===== src/inc/lhcr_pkg.sv =====
// Constants for the fallback configuration register slice
package lhcr_pkg;

  // ----------------------------------------------------------------
  // Register offsets
  // ----------------------------------------------------------------
  localparam logic [7:0] OFS_FALLBACK_CONFIG_ONE = 8'h1E;
  localparam logic [7:0] OFS_FALLBACK_CONFIG_TWO = 8'h1F;
  localparam logic [7:0] OFS_EXTERNAL_REF_LOW = 8'h20;
  localparam logic [7:0] OFS_EXTERNAL_REF_HIGH = 8'h21;

  // ----------------------------------------------------------------
  // Reset values
  // ----------------------------------------------------------------
  localparam logic [7:0] RST_FALLBACK_CONFIG_ONE = 8'h00;
  localparam logic [7:0] RST_FALLBACK_CONFIG_TWO = 8'h00;
  localparam logic [9:0] RST_EXT_REF_CODE = 10'h000;

  // ----------------------------------------------------------------
  // Field positions, fallback_config_one
  // ----------------------------------------------------------------
  localparam int BIT_DIM_PHASE_SEL = 7;
  localparam int BIT_EXT_REF_SEL = 6;
  localparam int BIT_CH2_FULL_DUTY = 5;
  localparam int BIT_CH2_INT_DIM = 4;
  localparam int BIT_CH2_ENABLE = 3;
  localparam int BIT_CH1_FULL_DUTY = 2;
  localparam int BIT_CH1_INT_DIM = 1;
  localparam int BIT_CH1_ENABLE = 0;

  // ----------------------------------------------------------------
  // Field positions, fallback_config_two
  // ----------------------------------------------------------------
  localparam int BIT_TIMER_LIMIT_HI = 7;
  localparam int BIT_TIMER_LIMIT_LO = 6;
  localparam int BIT_CH2_THERMAL_LATCH = 5;
  localparam int BIT_CH2_HS_OC_LATCH = 4;
  localparam int BIT_CH2_LS_OC_LATCH = 3;
  localparam int BIT_CH1_THERMAL_LATCH = 2;
  localparam int BIT_CH1_HS_OC_LATCH = 1;
  localparam int BIT_CH1_LS_OC_LATCH = 0;

  // ----------------------------------------------------------------
  // Timing
  // ----------------------------------------------------------------
  localparam int CLK_FREQ_KHZ = 20000;
  localparam int FAULT_TIMER_BASE_US = 3600;
  localparam int FAULT_TIMER_BASE_CYCLES = FAULT_TIMER_BASE_US * CLK_FREQ_KHZ / 1000;
  localparam int FAULT_TIMER_WIDTH = 20;

  // Half period offset of the 10-bit dimming counter
  localparam logic [9:0] DIM_HALF_PERIOD = 10'h200;

  // ----------------------------------------------------------------
  // Fault recovery state per channel
  // ----------------------------------------------------------------
  typedef enum logic [1:0] {
    FLT_RUN = 2'b00,
    FLT_THERMAL = 2'b01,
    FLT_TIMER = 2'b10
  } lhcr_fault_e;

endpackage : lhcr_pkg


===== src/core/lhcr_top.sv =====
// Fallback-mode configuration registers and channel control
`timescale 1ns/10ps
`default_nettype none
// Overview of operation
// - Phase bit 0 offsets the internal pulse trains half a period; 1 aligns.
// - Reference-select 0 uses internal current settings; 1 uses 10-bit external code.
// - Channel 2 full-duty bit forces continuous on, else follows dimming command.
// - Channel 1 full-duty bit forces continuous on, else follows dimming command.
// - Channel 2 dims from external input at 0, internal generator at 1.
// - Channel 1 dims from external input at 0, internal generator at 1.
// - Channel 2 enabled in fallback mode when its enable bit is 1.
// - Channel 1 enabled in fallback mode when its enable bit is 1.
// - Timer field selects 3.6, 7.2, 14.4 or 28.8 ms overcurrent limit.
// - Channel 2 thermal: auto-restart by hysteresis, or latch off clearing enable.
// - Channel 2 high-side limit: restart after timer, or latch off.
// - Channel 2 low-side limit: restart after timer, or latch off.
// - Channel 1 thermal: auto-restart by hysteresis, or latch off clearing enable.
// - Channel 1 high-side limit: restart after timer, or latch off.
// - Channel 1 low-side limit: restart after timer, or latch off.
// - External reference low register is read-only, two LSBs, upper bits zero.
// - Both configuration registers reset to all zeros.
// - External reference high register is read-only, eight MSBs.
// - Configuration acts only in fallback mode, except reference-select, which steers the current settings in any mode; host reads and writes it.
module lhcr_top #(
  parameter int FAULT_BASE_CYCLES = lhcr_pkg::FAULT_TIMER_BASE_CYCLES
) (
  input wire logic I_REF_CLK,
  input wire logic I_SYS_RST,
  input wire logic I_CLK_EN,
  input wire logic I_FALLBACK_MODE,
  input wire logic [7:0] I_REG_ADDR,
  input wire logic I_REG_WR,
  input wire logic [7:0] I_REG_WDATA,
  input wire logic I_REG_RD,
  output logic [7:0] O_REG_RDATA,
  input wire logic [9:0] I_EXT_REF_CODE,
  input wire logic I_EXT_REF_VALID,
  input wire logic [9:0] I_CH1_ANALOG_SETTING,
  input wire logic [9:0] I_CH2_ANALOG_SETTING,
  input wire logic [7:0] I_DIM_DIVIDER,
  input wire logic [9:0] I_CH1_DIM_WIDTH,
  input wire logic [9:0] I_CH2_DIM_WIDTH,
  input wire logic I_CH1_DIM_INPUT,
  input wire logic I_CH2_DIM_INPUT,
  input wire logic I_CH1_THERMAL_SD,
  input wire logic I_CH2_THERMAL_SD,
  input wire logic I_CH1_HS_LIMIT,
  input wire logic I_CH2_HS_LIMIT,
  input wire logic I_CH1_LS_LIMIT,
  input wire logic I_CH2_LS_LIMIT,
  output logic O_CH1_DRIVE_EN,
  output logic O_CH2_DRIVE_EN,
  output logic O_CH1_DIM,
  output logic O_CH2_DIM,
  output logic [9:0] O_CH1_CURRENT_SETTING,
  output logic [9:0] O_CH2_CURRENT_SETTING
);

  // ----------------------------------------------------------------
  // Signals
  // ----------------------------------------------------------------
  logic [7:0] cfg_one_q, cfg_one_d;
  logic [7:0] cfg_two_q, cfg_two_d;
  logic [9:0] ext_ref_q, ext_ref_d;
  logic [7:0] rdata_q, rdata_d;
  logic [2:0] dim_sync_q [2];
  logic [2:0] dim_sync_d [2];
  logic [1:0] dim_ext_q, dim_ext_d;
  logic [7:0] prescale_q, prescale_d;
  logic [9:0] dim_cnt_q, dim_cnt_d;
  lhcr_pkg::lhcr_fault_e flt_q [2];
  lhcr_pkg::lhcr_fault_e flt_d [2];
  logic [lhcr_pkg::FAULT_TIMER_WIDTH-1:0] tmr_q [2];
  logic [lhcr_pkg::FAULT_TIMER_WIDTH-1:0] tmr_d [2];
  logic [1:0] drive_q, drive_d;
  logic [1:0] dim_out_q, dim_out_d;
  logic [9:0] cur1_q, cur1_d, cur2_q, cur2_d;
  logic [lhcr_pkg::FAULT_TIMER_WIDTH-1:0] timer_limit;
  logic [1:0] thermal, hs_lim, ls_lim, en_bit, full_bit, int_bit;
  logic [1:0] th_latch, hs_latch, ls_latch, latch_off, gen_dim;
  logic [9:0] cnt_ch2;

  assign thermal = {I_CH2_THERMAL_SD, I_CH1_THERMAL_SD};
  assign hs_lim = {I_CH2_HS_LIMIT, I_CH1_HS_LIMIT};
  assign ls_lim = {I_CH2_LS_LIMIT, I_CH1_LS_LIMIT};
  assign en_bit = {cfg_one_q[lhcr_pkg::BIT_CH2_ENABLE], cfg_one_q[lhcr_pkg::BIT_CH1_ENABLE]};
  assign full_bit = {cfg_one_q[lhcr_pkg::BIT_CH2_FULL_DUTY],
                     cfg_one_q[lhcr_pkg::BIT_CH1_FULL_DUTY]};
  assign int_bit = {cfg_one_q[lhcr_pkg::BIT_CH2_INT_DIM], cfg_one_q[lhcr_pkg::BIT_CH1_INT_DIM]};
  assign th_latch = {cfg_two_q[lhcr_pkg::BIT_CH2_THERMAL_LATCH],
                     cfg_two_q[lhcr_pkg::BIT_CH1_THERMAL_LATCH]};
  assign hs_latch = {cfg_two_q[lhcr_pkg::BIT_CH2_HS_OC_LATCH],
                     cfg_two_q[lhcr_pkg::BIT_CH1_HS_OC_LATCH]};
  assign ls_latch = {cfg_two_q[lhcr_pkg::BIT_CH2_LS_OC_LATCH],
                     cfg_two_q[lhcr_pkg::BIT_CH1_LS_OC_LATCH]};

  // ----------------------------------------------------------------
  // Fault timer limit, base doubled per code step
  // ----------------------------------------------------------------
  assign timer_limit = lhcr_pkg::FAULT_TIMER_WIDTH'(FAULT_BASE_CYCLES)
                       << cfg_two_q[lhcr_pkg::BIT_TIMER_LIMIT_HI:
                                    lhcr_pkg::BIT_TIMER_LIMIT_LO];

  // Latched-off faults detected this cycle, only acted on in fallback mode
  always_comb begin
    for (int c = 0; c < 2; c++) begin
      latch_off[c] = I_FALLBACK_MODE & ((thermal[c] & th_latch[c]) | (hs_lim[c] & hs_latch[c])
                     | (ls_lim[c] & ls_latch[c]));
    end
  end

  // ----------------------------------------------------------------
  // Register file
  // ----------------------------------------------------------------
  always_comb begin
    cfg_one_d = cfg_one_q;
    cfg_two_d = cfg_two_q;
    ext_ref_d = ext_ref_q;
    rdata_d = rdata_q;
    if (I_REG_WR) begin
      unique case (I_REG_ADDR)
        lhcr_pkg::OFS_FALLBACK_CONFIG_ONE: cfg_one_d = I_REG_WDATA;
        lhcr_pkg::OFS_FALLBACK_CONFIG_TWO: cfg_two_d = I_REG_WDATA;
        default: ;
      endcase
    end
    // Hardware clearing wins over a host write in the same cycle
    if (latch_off[0]) begin
      cfg_one_d[lhcr_pkg::BIT_CH1_ENABLE] = 1'b0;
    end
    if (latch_off[1]) begin
      cfg_one_d[lhcr_pkg::BIT_CH2_ENABLE] = 1'b0;
    end
    if (I_EXT_REF_VALID) begin
      ext_ref_d = I_EXT_REF_CODE;
    end
    if (I_REG_RD) begin
      unique case (I_REG_ADDR)
        lhcr_pkg::OFS_FALLBACK_CONFIG_ONE: rdata_d = cfg_one_q;
        lhcr_pkg::OFS_FALLBACK_CONFIG_TWO: rdata_d = cfg_two_q;
        lhcr_pkg::OFS_EXTERNAL_REF_LOW: rdata_d = {6'h00, ext_ref_q[1:0]};
        lhcr_pkg::OFS_EXTERNAL_REF_HIGH: rdata_d = ext_ref_q[9:2];
        default: rdata_d = 8'h00;
      endcase
    end
  end

  always_ff @(posedge I_REF_CLK) begin
    if (I_SYS_RST) begin
      cfg_one_q <= lhcr_pkg::RST_FALLBACK_CONFIG_ONE;
      cfg_two_q <= lhcr_pkg::RST_FALLBACK_CONFIG_TWO;
      ext_ref_q <= lhcr_pkg::RST_EXT_REF_CODE;
      rdata_q <= 8'h00;
    end else if (I_CLK_EN) begin
      cfg_one_q <= cfg_one_d;
      cfg_two_q <= cfg_two_d;
      ext_ref_q <= ext_ref_d;
      rdata_q <= rdata_d;
    end
  end

  // ----------------------------------------------------------------
  // External dimming inputs, three-stage synchroniser
  // ----------------------------------------------------------------
  always_comb begin
    dim_ext_d = dim_ext_q;
    dim_sync_d[0] = {dim_sync_q[0][1:0], I_CH1_DIM_INPUT};
    dim_sync_d[1] = {dim_sync_q[1][1:0], I_CH2_DIM_INPUT};
    for (int c = 0; c < 2; c++) begin
      if (dim_sync_q[c][1] == dim_sync_q[c][2]) begin
        dim_ext_d[c] = dim_sync_q[c][2];
      end
    end
  end

  always_ff @(posedge I_REF_CLK) begin
    if (I_SYS_RST) begin
      dim_sync_q[0] <= 3'h0;
      dim_sync_q[1] <= 3'h0;
      dim_ext_q <= 2'h0;
    end else if (I_CLK_EN) begin
      dim_sync_q[0] <= dim_sync_d[0];
      dim_sync_q[1] <= dim_sync_d[1];
      dim_ext_q <= dim_ext_d;
    end
  end

  // ----------------------------------------------------------------
  // Internal dimming generator
  // ----------------------------------------------------------------
  always_comb begin
    prescale_d = prescale_q + 8'h01;
    dim_cnt_d = dim_cnt_q;
    if (prescale_q >= I_DIM_DIVIDER) begin
      prescale_d = 8'h00;
      dim_cnt_d = dim_cnt_q + 10'h001;
    end
  end

  // Channel 2 compares against a counter shifted by half a period when the phase bit is 0, the unshifted counter when it is 1
  assign cnt_ch2 = cfg_one_q[lhcr_pkg::BIT_DIM_PHASE_SEL] ? dim_cnt_q
                   : dim_cnt_q ^ lhcr_pkg::DIM_HALF_PERIOD;
  assign gen_dim = {cnt_ch2 < I_CH2_DIM_WIDTH, dim_cnt_q < I_CH1_DIM_WIDTH};

  always_ff @(posedge I_REF_CLK) begin
    if (I_SYS_RST) begin
      prescale_q <= 8'h00;
      dim_cnt_q <= 10'h000;
    end else if (I_CLK_EN) begin
      prescale_q <= prescale_d;
      dim_cnt_q <= dim_cnt_d;
    end
  end

  // ----------------------------------------------------------------
  // Fault recovery per channel
  // ----------------------------------------------------------------
  always_comb begin
    for (int c = 0; c < 2; c++) begin
      flt_d[c] = flt_q[c];
      tmr_d[c] = tmr_q[c];
      if (!I_FALLBACK_MODE) begin
        flt_d[c] = lhcr_pkg::FLT_RUN;
        tmr_d[c] = '0;
      end else if ((hs_lim[c] & ~hs_latch[c]) | (ls_lim[c] & ~ls_latch[c])) begin
        flt_d[c] = lhcr_pkg::FLT_TIMER;
        tmr_d[c] = '0;
      end else begin
        unique case (flt_q[c])
          lhcr_pkg::FLT_RUN: begin
            if (thermal[c] & ~th_latch[c]) begin
              flt_d[c] = lhcr_pkg::FLT_THERMAL;
            end
          end
          lhcr_pkg::FLT_THERMAL: begin
            if (!thermal[c]) begin
              flt_d[c] = lhcr_pkg::FLT_RUN;
            end
          end
          lhcr_pkg::FLT_TIMER: begin
            tmr_d[c] = tmr_q[c] + 1'b1;
            if (tmr_q[c] >= timer_limit - 1'b1) begin
              // Expiry while still hot hands over to the thermal wait
              flt_d[c] = (thermal[c] & ~th_latch[c]) ? lhcr_pkg::FLT_THERMAL
                         : lhcr_pkg::FLT_RUN;
              tmr_d[c] = '0;
            end
          end
          default: flt_d[c] = lhcr_pkg::FLT_RUN;
        endcase
      end
    end
  end

  always_ff @(posedge I_REF_CLK) begin
    if (I_SYS_RST) begin
      flt_q[0] <= lhcr_pkg::FLT_RUN;
      flt_q[1] <= lhcr_pkg::FLT_RUN;
      tmr_q[0] <= '0;
      tmr_q[1] <= '0;
    end else if (I_CLK_EN) begin
      flt_q <= flt_d;
      tmr_q <= tmr_d;
    end
  end

  // ----------------------------------------------------------------
  // Channel outputs
  // ----------------------------------------------------------------
  always_comb begin
    for (int c = 0; c < 2; c++) begin
      drive_d[c] = I_FALLBACK_MODE & en_bit[c] & ~latch_off[c]
                   & (flt_d[c] == lhcr_pkg::FLT_RUN);
      if (full_bit[c]) begin
        dim_out_d[c] = 1'b1;
      end else if (int_bit[c]) begin
        dim_out_d[c] = gen_dim[c];
      end else begin
        dim_out_d[c] = dim_ext_q[c];
      end
      dim_out_d[c] = dim_out_d[c] & drive_d[c];
    end
    if (cfg_one_q[lhcr_pkg::BIT_EXT_REF_SEL]) begin
      cur1_d = ext_ref_q;
      cur2_d = ext_ref_q;
    end else begin
      cur1_d = I_CH1_ANALOG_SETTING;
      cur2_d = I_CH2_ANALOG_SETTING;
    end
  end

  always_ff @(posedge I_REF_CLK) begin
    if (I_SYS_RST) begin
      drive_q <= 2'h0;
      dim_out_q <= 2'h0;
      cur1_q <= 10'h000;
      cur2_q <= 10'h000;
    end else if (I_CLK_EN) begin
      drive_q <= drive_d;
      dim_out_q <= dim_out_d;
      cur1_q <= cur1_d;
      cur2_q <= cur2_d;
    end
  end

  assign O_REG_RDATA = rdata_q;
  assign O_CH1_DRIVE_EN = drive_q[0];
  assign O_CH2_DRIVE_EN = drive_q[1];
  assign O_CH1_DIM = dim_out_q[0];
  assign O_CH2_DIM = dim_out_q[1];
  assign O_CH1_CURRENT_SETTING = cur1_q;
  assign O_CH2_CURRENT_SETTING = cur2_q;

endmodule : lhcr_top
`default_nettype wire


===== config.mk =====
export PLATFORM = sky130hd
export DESIGN_NAME = lhcr_top
export DESIGN_NICKNAME = d
export VERILOG_FILES = /design/src/inc/lhcr_pkg.sv /design/src/core/lhcr_top.sv
export SDC_FILE = /design/constraint.sdc
export NUM_CORES = 1
export LEC_CHECK = 0
export ABC_AREA = 1
export BUFFER_PORTS_ARGS = -buffer_cell sky130_fd_sc_hd__buf_2
export CAP_MARGIN = 20
export CORE_UTILIZATION = 58
export DETAILED_ROUTE_END_ITERATION = 7
export GPL_TIMING_DRIVEN = 1
export PLACE_DENSITY = 0.81
export SYNTH_ARGS = -nofsm -noshare
export SYNTH_HDL_FRONTEND = slang
export SYNTH_SLANG_ARGS = --single-unit

===== constraint.sdc =====
create_clock -name I_REF_CLK -period 6.3 [get_ports I_REF_CLK]
set_input_delay 1.575 -clock I_REF_CLK [delete_from_list [all_inputs] [get_ports I_REF_CLK]]
set_output_delay 1.575 -clock I_REF_CLK [all_outputs]
set_load 0.05 [all_outputs]

After elaboration in Yosys (flattened, before gate mapping):

Memories as Yosys holds them, arrays and structs flattened.
Index checks and enable logic that the tools add are counted.

* add/subtract/negate cells: 5
* magnitude comparators: 5
* eq/ne operators: 12
* shift-type cells: 1
* mux-type cells: 42
* bitwise operators: 39
* reductions and logical operators: 19

Operator list (number)
* 20-bit two-way mux: 8
* 20-bit by 1-bit adder with 20-bit output (second input constant): 2
* 20-bit greater-or-equal comparator: 2
* 8-bit case mux with 4 select lines: 1
* 10-bit two-way mux: 3
* 1-bit bitwise AND: 22
* 10-bit < comparator: 2
* 2-bit two-way mux: 10
* 17-bit by 2-bit << shifter with 20-bit output (first input constant): 1
* 20-bit by 1-bit subtractor with 20-bit output (second input constant): 1
* 8-bit by 5-bit equality test with 1-bit output (second input constant): 2
* 8-bit by 6-bit equality test with 1-bit output (second input constant): 2
* 2-bit AND reduction: 7
* 1-bit two-way mux: 13
* 2-bit case mux with 3 select lines: 2
* 3-bit AND reduction: 4
* 10-bit by 1-bit adder with 10-bit output (second input constant): 1
* 1-bit inverter: 9
* 8-bit by 1-bit adder with 8-bit output (second input constant): 1
* 8-bit greater-or-equal comparator: 1
* 2-bit logical NOT: 4
* 4-bit two-way mux: 2
* 8-bit two-way mux: 1
* 1-bit OR: 8
* other kinds (6): 14

* register bits: 122
* bits in writable memories: 6
* bits of input ports: 89
* output and inout bits: 32
* word-level logic and storage cells: 142
* memories: 1

Memory list
* dim_sync_q: depth 2, bits a word 3, rd ports 2, clocked after Yosys merged registers in 0, write ports 2, line lhcr_top.sv:66 `logic [2:0] dim_sync_q [2];`

Depth between registers and ports, before layout:

Gate-level depths: netlist of run 1.

* depth after elaboration: 10
* gate-level depth with buffers: 17
* mapped depth without buffers: 17

Worst setup path after synthesis of run 1:

No wires, ideal clock.

* path kind: input port to flip-flop
* start point: in I_DIM_DIVIDER[7]
* end point: reg dim_cnt_q[0]
* setup time: 0.113 ns
* arrival: 2.811 ns
* data required time: 6.187 ns
* setup slack: 3.376 ns
* stages: 12
* buffers on the path: 1
* cells stage by stage: inv_1 > ha_1 > nand2_1 > nor2_1 > nand4_1 > o2111ai_2 > nand2_1 > buf_4 > inv_2 > nand2_1 > nand2_1 > nor2_1

* word-level cells in the longest chain between the ends: 2

Ends and longest elaborated chain
* start, declared: line lhcr_top.sv:40 `input wire logic [7:0] I_DIM_DIVIDER,`
* 8-bit greater-or-equal comparator: line lhcr_top.sv:194 `if (prescale_q >= I_DIM_DIVIDER) begin`
* 2-bit AND reduction (no line)
* end signal, assigned: line lhcr_top.sv:211 `dim_cnt_q <= dim_cnt_d;`
* end, declared: line lhcr_top.sv:70 `logic [9:0] dim_cnt_q, dim_cnt_d;`

No other way between the ends.
A chain may end at the register's enable or synchronous reset.

Worst setup path in the final report of run 1:

* start point: in I_DIM_DIVIDER[1]
* end point: reg prescale_q[5]

* word-level cells in the longest chain between the ends: 2

Ends and longest elaborated chain
* 8-bit greater-or-equal comparator: line lhcr_top.sv:194
* 8-bit two-way mux: line lhcr_top.sv:194
* end signal, assigned: line lhcr_top.sv:210 `prescale_q <= prescale_d;`
* end, declared: line lhcr_top.sv:69 `logic [7:0] prescale_q, prescale_d;`

No other way between the ends.

==> impl_metrics.env, run 1 <==
export IMPL_die_y_um=116
export IMPL_antenna_cells=0
export IMPL_p_total_mw=2.01
export IMPL_dp_cells=1335
export IMPL_drv_slew=0
export IMPL_startpoint_type="input port"
export IMPL_cts_setup_buffers=0
export IMPL_ys_seq_elements=128
export IMPL_clock_latency_ns=0.43
export IMPL_cp_top_family="simple AND/OR/NAND/NOR gates"
export IMPL_final_common_cell="nand2_1"
export IMPL_grt_max_degree=30
export IMPL_layout_drive_gt1_share_pct=17.8
export IMPL_cp_required_ns=6.64
export IMPL_synth_cell_type_count=50
export IMPL_path_common_cell="nand2_1"
export IMPL_dp_hpwl_um=13500
export IMPL_cts_buffers=17
export IMPL_place_congestion=0.882
export IMPL_ir_drop_uv=181
export IMPL_cts_resized=0
export IMPL_ant_nets=0
export IMPL_final_setup_tns_ns=0
export IMPL_wirelength_um=18300
export IMPL_skew_ns=0.00742
export IMPL_fmax_mhz=331
export IMPL_dr_pass1_iters=5
export IMPL_drt_iter0_drc=490
export IMPL_clk_pin_slew_ns=0.06
export IMPL_worst_pin_slew_ns=0.668
export IMPL_cts_htree_levels=4
export IMPL_cts_sinks=128
export IMPL_synth_area_um2=7590
export IMPL_wl_per_cell_um=13.4
export IMPL_met1_length_um=8350
export IMPL_leakage_nw=4.10
export IMPL_async_flop_share_pct=0
export IMPL_yosys_warnings=0
export IMPL_worst_slew_margin_rel_pct=55.4
export IMPL_syn2layout_area_growth_pct=17.3
export IMPL_critical_path_arrival_ns=3.36
export IMPL_cts_buffer_depth=2
export IMPL_syn_avg_cell_area_um2=7.11
export IMPL_cts_hold_buf=0
export IMPL_hold_worst_slack_ns=0.452
export IMPL_routed_top_layer="met4"
export IMPL_ys_flop_type="dfxtp_1"
export IMPL_grt_pass1_vias=6699
export IMPL_holdCritPathClass="register to register"
export IMPL_layoutNonFillerInstCount=1367
export IMPL_cts_root_buffer="clkbuf_16"
export IMPL_nNetsFinal=1334
export IMPL_min_period_over_period_pct=47.9
export IMPL_grt_pass1_wl_um=30700
export IMPL_post_route_util_pct=70.3
export IMPL_min_period_ns=3.02
export IMPL_final_hold_viol_count=0
export IMPL_num_vias=7259
export IMPL_ys_seq_area_share_pct=34.6
export IMPL_start_util_pct=59.9
export IMPL_io_buffers=120
export IMPL_wl_met3_um=851
export IMPL_grt_setup_unrepaired="no"
export IMPL_critical_path_max_stage_delay_ns=0.39
export IMPL_dieArea_um2=13500
export IMPL_synth_cells=1067
export IMPL_drc=0
export IMPL_cp_end_kind="register"
export IMPL_viasPerCell=5.31
export IMPL_io_pins=121
export IMPL_finalSetupViolCount=0
export IMPL_cts_tree="done"
export IMPL_power_density_nw_per_um2=226
export IMPL_wl_met2_um=8880
export IMPL_antenna_found_initial=0
export IMPL_cp_num_buf_inv=2
export IMPL_grt_total_usage_pct=28.7
export IMPL_crit_type="input port to register"
export IMPL_layout_common_cells="nand2_1, inv_1, dfxtp_1"
export IMPL_drv_cap=0
export IMPL_die_w_um=116
export IMPL_critPathMaxFanout=11
export IMPL_grt_overflow_total=0
export IMPL_coreArea_um2=12700
export IMPL_slowest_stage="nand2_1"
export IMPL_outcome="complete, no violations"
export IMPL_worstPathCellList="buf_2, inv_1, ha_1, a21oi_1, o21ai_0, nand2_1, o2111ai_2, nand2_1, nand2_1, nor3b_1"
export IMPL_synth_edf_count=6
export IMPL_placementRows=41
export IMPL_synth_nets=1219
export IMPL_r2r_setup_slack_ns=3.48
per-stage QoR:
| stage | setup WS [ns] | instance area [µm²] |
|---|---|---|
| final | 3.28 | 8900 |
| after global placement | 2.89 | 8290 |
| after global routing | 3.10 | 8900 |
| after detailed placement | 2.85 | 8290 |
| after floorplan | 3.38 | 7590 |
| after CTS | 3.29 | 8900 |
metal layers:
layer / vias up / global-route usage (%)
li1: 3746 / -
met5: - / 0
met2: 207 / 48.5
met3: 29 / 5.35
met1: 3277 / 36.9
met4: 0 / 9.57
worst reg2reg max path, delay by kind of cell (launching register included):
| family | cells | cell delay, ns |
|---|---|---|
| buf+inv | 2 | 0.27 |
| flops | 1 | 0.54 |
| fa+ha+maj | 3 | 0.81 |
| simple gates | 8 | 0.99 |
| compound gates | 1 | 0.13 |
cells by family after synthesis:
kind of cell | share of synthesized area [%]
flops | 34.6
fa+ha+maj | 10.4
simple gates | 30.0
buf+inv | 8.81
xor+xnor | 2.08
compound gates | 14.2
power breakdown:
part / switching [mW] / total, mW / leakage (nW) / internal [mW]
sequential: 0.0123 / 0.847 / 1.06 / 0.835
combinational: 0.108 / 0.162 / 2.75 / 0.0537
clock: 0.374 / 1.00 / 0.295 / 0.628
cells in the mapped netlist, types with 4 or more instances:
| cell | n | area share [%] |
|---|---|---|
| o21ai_0 | 67 | 4.4 |
| nand2_1 | 243 | 12 |
| edfxtp_1 | 6 | 2.4 |
| dfxtp_1 | 122 | 32 |
| clkbuf_1 | 16 | 0.79 |
| o221ai_1 | 5 | 0.58 |
| nor2_2 | 14 | 1.2 |
| o21a_1 | 4 | 0.40 |
| nand3_1 | 57 | 3.8 |
| a21oi_1 | 92 | 6.1 |
| inv_1 | 135 | 6.7 |
| nand2_2 | 8 | 0.66 |
| nand3b_1 | 5 | 0.49 |
| ha_1 | 63 | 10 |
| inv_2 | 8 | 0.40 |
| nand4_1 | 20 | 1.6 |
| buf_2 | 6 | 0.40 |
| xor2_1 | 13 | 1.5 |
| nor2_1 | 96 | 4.7 |
| nor3b_1 | 8 | 0.79 |
| nand3_2 | 4 | 0.53 |
| nor3_1 | 18 | 1.2 |
| xnor2_1 | 5 | 0.58 |
| nor3_2 | 4 | 0.53 |
layout make-up:
type                            count  area (µm²)
Sequential cell                   128        2620
Fill cell                        1117        3770
Clock inverter                     11         129
Multi-Input combinational cell    769        4300
Tap cell                          172         215
Timing Repair Buffer              122         616
Inverter                          144         541
Clock buffer                       21         482
path summary, 6_finish.rpt:
kind                                                       startpoint                               endpoint  cells past startpoint
worst min register to register  O_CH2_CURRENT_SETTING[6]$_SDFFE_PP0P_  O_CH2_CURRENT_SETTING[6]$_SDFFE_PP0P_                      2
worst min-delay path            O_CH2_CURRENT_SETTING[6]$_SDFFE_PP0P_  O_CH2_CURRENT_SETTING[6]$_SDFFE_PP0P_                      2
worst max register to register              cfg_two_q[7]$_SDFFE_PP0P_                 tmr_q[34]$_SDFFE_PP0P_                     14
worst max-delay path                                 I_DIM_DIVIDER[1]             prescale_q[5]$_SDFFE_PP0P_                     10
state kept, by name, summed over array words and instances, names as in the netlist:
signal                 count
drive_q                    2
dim_out_q                  2
cfg_two_q                  8
O_CH2_CURRENT_SETTING     10
ext_ref_q                 10
tmr_q                     40
dim_ext_q                  2
O_REG_RDATA                8
dim_sync_q                 6
O_CH1_CURRENT_SETTING     10
flt_q                      4
prescale_q                 8
dim_cnt_q                 10
cfg_one_q                  8
No activity file was read; power rests on OpenSTA's default activity.
==> inputs of run 2 (changes only) <==
--- a/config.mk
+++ b/config.mk
@@ -8,10 +8,10 @@
 export ABC_AREA = 1
 export BUFFER_PORTS_ARGS = -buffer_cell sky130_fd_sc_hd__buf_2
 export CAP_MARGIN = 20
-export CORE_UTILIZATION = 58
+export CORE_UTILIZATION = 52
 export DETAILED_ROUTE_END_ITERATION = 7
 export GPL_TIMING_DRIVEN = 1
-export PLACE_DENSITY = 0.81
+export PLACE_DENSITY = 0.77
 export SYNTH_ARGS = -nofsm -noshare
 export SYNTH_HDL_FRONTEND = slang
 export SYNTH_SLANG_ARGS = --single-unit
==> constraint.sdc (replaced) <==
create_clock -name I_REF_CLK -period 2.4 [get_ports I_REF_CLK]
set_input_delay 0.6 -clock I_REF_CLK [delete_from_list [all_inputs] [get_ports I_REF_CLK]]
set_output_delay 0.6 -clock I_REF_CLK [all_outputs]
set_load 0.05 [all_outputs]
==> run 2 against run 1 <==
  * Total power rose to 2.6 times the previous value
  * Critical endpoint is now tmr_q[19]$_SDFFE_PP0P_
  * Wire length up 3.7%
  * Hold slack worse by 0.026 ns
  * Clock power rose to 2.5 times the previous value
  * Clock skew down 0.0013 ns
  * Global-route usage down 2.2 points
==> impl_metrics.env, run 2 (synthesis gave the netlist of run 1 again) <==
export IMPL_critical_path_arrival_ns=2.70
export IMPL_grt_max_degree=27
export IMPL_layout_drive_gt1_share_pct=20.5
export IMPL_viasPerCell=5.27
export IMPL_dr_pass1_iters=7
export IMPL_cp_num_buf_inv=4
export IMPL_cp_end_kind="register"
export IMPL_fmax_mhz=425
export IMPL_drv_cap=0
export IMPL_antenna_found_initial=0
export IMPL_worst_slew_margin_rel_pct=55.9
export IMPL_r2r_setup_slack_ns=0.05
export IMPL_dp_hpwl_um=14100
export IMPL_leakage_nw=4.18
export IMPL_cts_buffer_depth=2
export IMPL_io_pins=121
export IMPL_drt_iter0_drc=574
export IMPL_hold_worst_slack_ns=0.425
export IMPL_antenna_cells=0
export IMPL_clk_pin_slew_ns=0.06
export IMPL_final_setup_tns_ns=0
export IMPL_min_period_over_period_pct=98.0
export IMPL_io_buffers=120
export IMPL_layout_common_cells="nand2_1, inv_1, dfxtp_1, buf_2, nor2_1"
export IMPL_grt_overflow_total=0
export IMPL_skew_ns=0.00613
export IMPL_regMostFlops="tmr_q"
export IMPL_grt_pass1_vias=6882
export IMPL_final_common_cell="nand2_1"
export IMPL_num_vias=7342
export IMPL_dieArea_um2=15100
export IMPL_cts_htree_levels=4
export IMPL_ant_nets=0
export IMPL_cts_tree="done"
export IMPL_ir_drop_uv=452
export IMPL_fillers=1245
export IMPL_cts_sinks=128
export IMPL_finalSetupViolCount=0
export IMPL_worstPathCellList="inv_2, ha_1, inv_2, ha_4, ha_1, nand2_1, inv_1, o21ai_1, nand3_1, nand2_2, nand2_1, inv_1, nand3_1, a21oi_1"
export IMPL_dp_cells=1359
export IMPL_holdCritPathClass="input port to register"
export IMPL_cts_buffers=17
export IMPL_die_y_um=123
export IMPL_layoutNonFillerInstCount=1392
export IMPL_grt_pass1_wl_um=31400
export IMPL_critPathMaxFanout=4
export IMPL_outcome="complete, no violations"
export IMPL_start_util_pct=54.0
export IMPL_cp_top_family="adder cells"
export IMPL_wirelength_um=19000
export IMPL_critical_path_max_stage_delay_ns=0.36
export IMPL_placementRows=43
export IMPL_slowest_stage="dfxtp_4"
export IMPL_largest_reg_flops=40
export IMPL_drv_slew=0
export IMPL_syn2layout_area_growth_pct=20.6
export IMPL_nNetsFinal=1352
export IMPL_cts_root_buffer="clkbuf_16"
export IMPL_grt_total_usage_pct=26.5
export IMPL_startpoint_type="register"
export IMPL_final_hold_viol_count=0
export IMPL_die_w_um=123
export IMPL_wl_per_cell_um=13.7
export IMPL_drc=0
export IMPL_cts_setup_buffers=0
export IMPL_power_density_nw_per_um2=567
export IMPL_coreArea_um2=14000
export IMPL_cp_required_ns=2.74
export IMPL_place_congestion=0.929
export IMPL_crit_type="register to register"
export IMPL_clock_latency_ns=0.42
export IMPL_min_period_ns=2.35
export IMPL_worst_pin_slew_ns=0.661
export IMPL_p_total_mw=5.19
==> run 2: cell count changes in the layout (fill, tap and decap cells not counted), moves of 3 or more <==
cell     previous run  this run
buf_4               2        18
nor3b_2             2         7
inv_2               8        11
ha_1               63        60
ha_4                0         3
inv_1             135       132
nor3b_1             8         2
==> run 2: tightest hold or removal path, cell delays in order <==
cell,delay (ns)
buf_2,0.07
o21ai_0,0.07
nor2_1,0.08
==> run 2: repair_timing <==
item	in CTS	in global routing
hold buffers	0	0
pin swaps	0	3
cloned	1	1
setup endpoints to repair	10	45
resized for setup	4	25
==> run 2: power breakdown <==
group	total, mW	leakage [nW]	internal (mW)	switching (mW)
clock network	2.51	0.279	1.57	0.943
registers	2.22	1.06	2.19	0.0302
logic	0.454	2.85	0.155	0.299
total	5.19	4.18	3.91	1.27
==> run 2: per-stage QoR <==
| stage | worst slack (ns) | instance area, µm² | util (%) |
|---|---|---|---|
| after floorplan | 0.132 | 7590 | - |
| after global placement | 0.0355 | 8420 | 60.0 |
| after detailed placement | -0.0662 | 8420 | 60.0 |
| after CTS | 0.0218 | 9030 | 64.3 |
| after global routing | -0.0604 | 9150 | 65.2 |
| final | 0.0476 | 9150 | 65.2 |
==> run 2: per-layer routing <==
| metal | routed length (µm) | global-route usage [%] | share of wire, % | vias to the layer above |
|---|---|---|---|---|
| met5 | 0 | 0 | 0 | - |
| met4 | 172 | 6.86 | 0.90 | 0 |
| met3 | 1110 | 7.11 | 5.8 | 15 |
| met2 | 9240 | 44.3 | 49 | 209 |
| met1 | 8500 | 33.6 | 45 | 3339 |
| li1 | - | - | - | 3779 |
==> run 2: final timing paths <==
kind / end / startpoint / depth (start not counted)
max: tmr_q[19]$_SDFFE_PP0P_ / cfg_two_q[6]$_SDFFE_PP0P_ / 14
min: ext_ref_q[1]$_SDFFE_PP0P_ / I_EXT_REF_CODE[1] / 3
max reg2reg: tmr_q[19]$_SDFFE_PP0P_ / cfg_two_q[6]$_SDFFE_PP0P_ / 14
min reg2reg: dim_out_q[1]$_SDFFE_PP0P_ / dim_out_q[1]$_SDFFE_PP0P_ / 2
==> run 2: final cells by class <==
cell class | instances | area (µm²) | share of cell area (%)
sequential | 128 | 2630 | 28.7
clock buffer | 21 | 460 | 5.03
multi-input combinational | 771 | 4450 | 48.6
tap | 180 | 225 | 2.46
clock inverter | 10 | 113 | 1.23
inverter | 144 | 541 | 5.91
timing repair buffer | 138 | 736 | 8.04
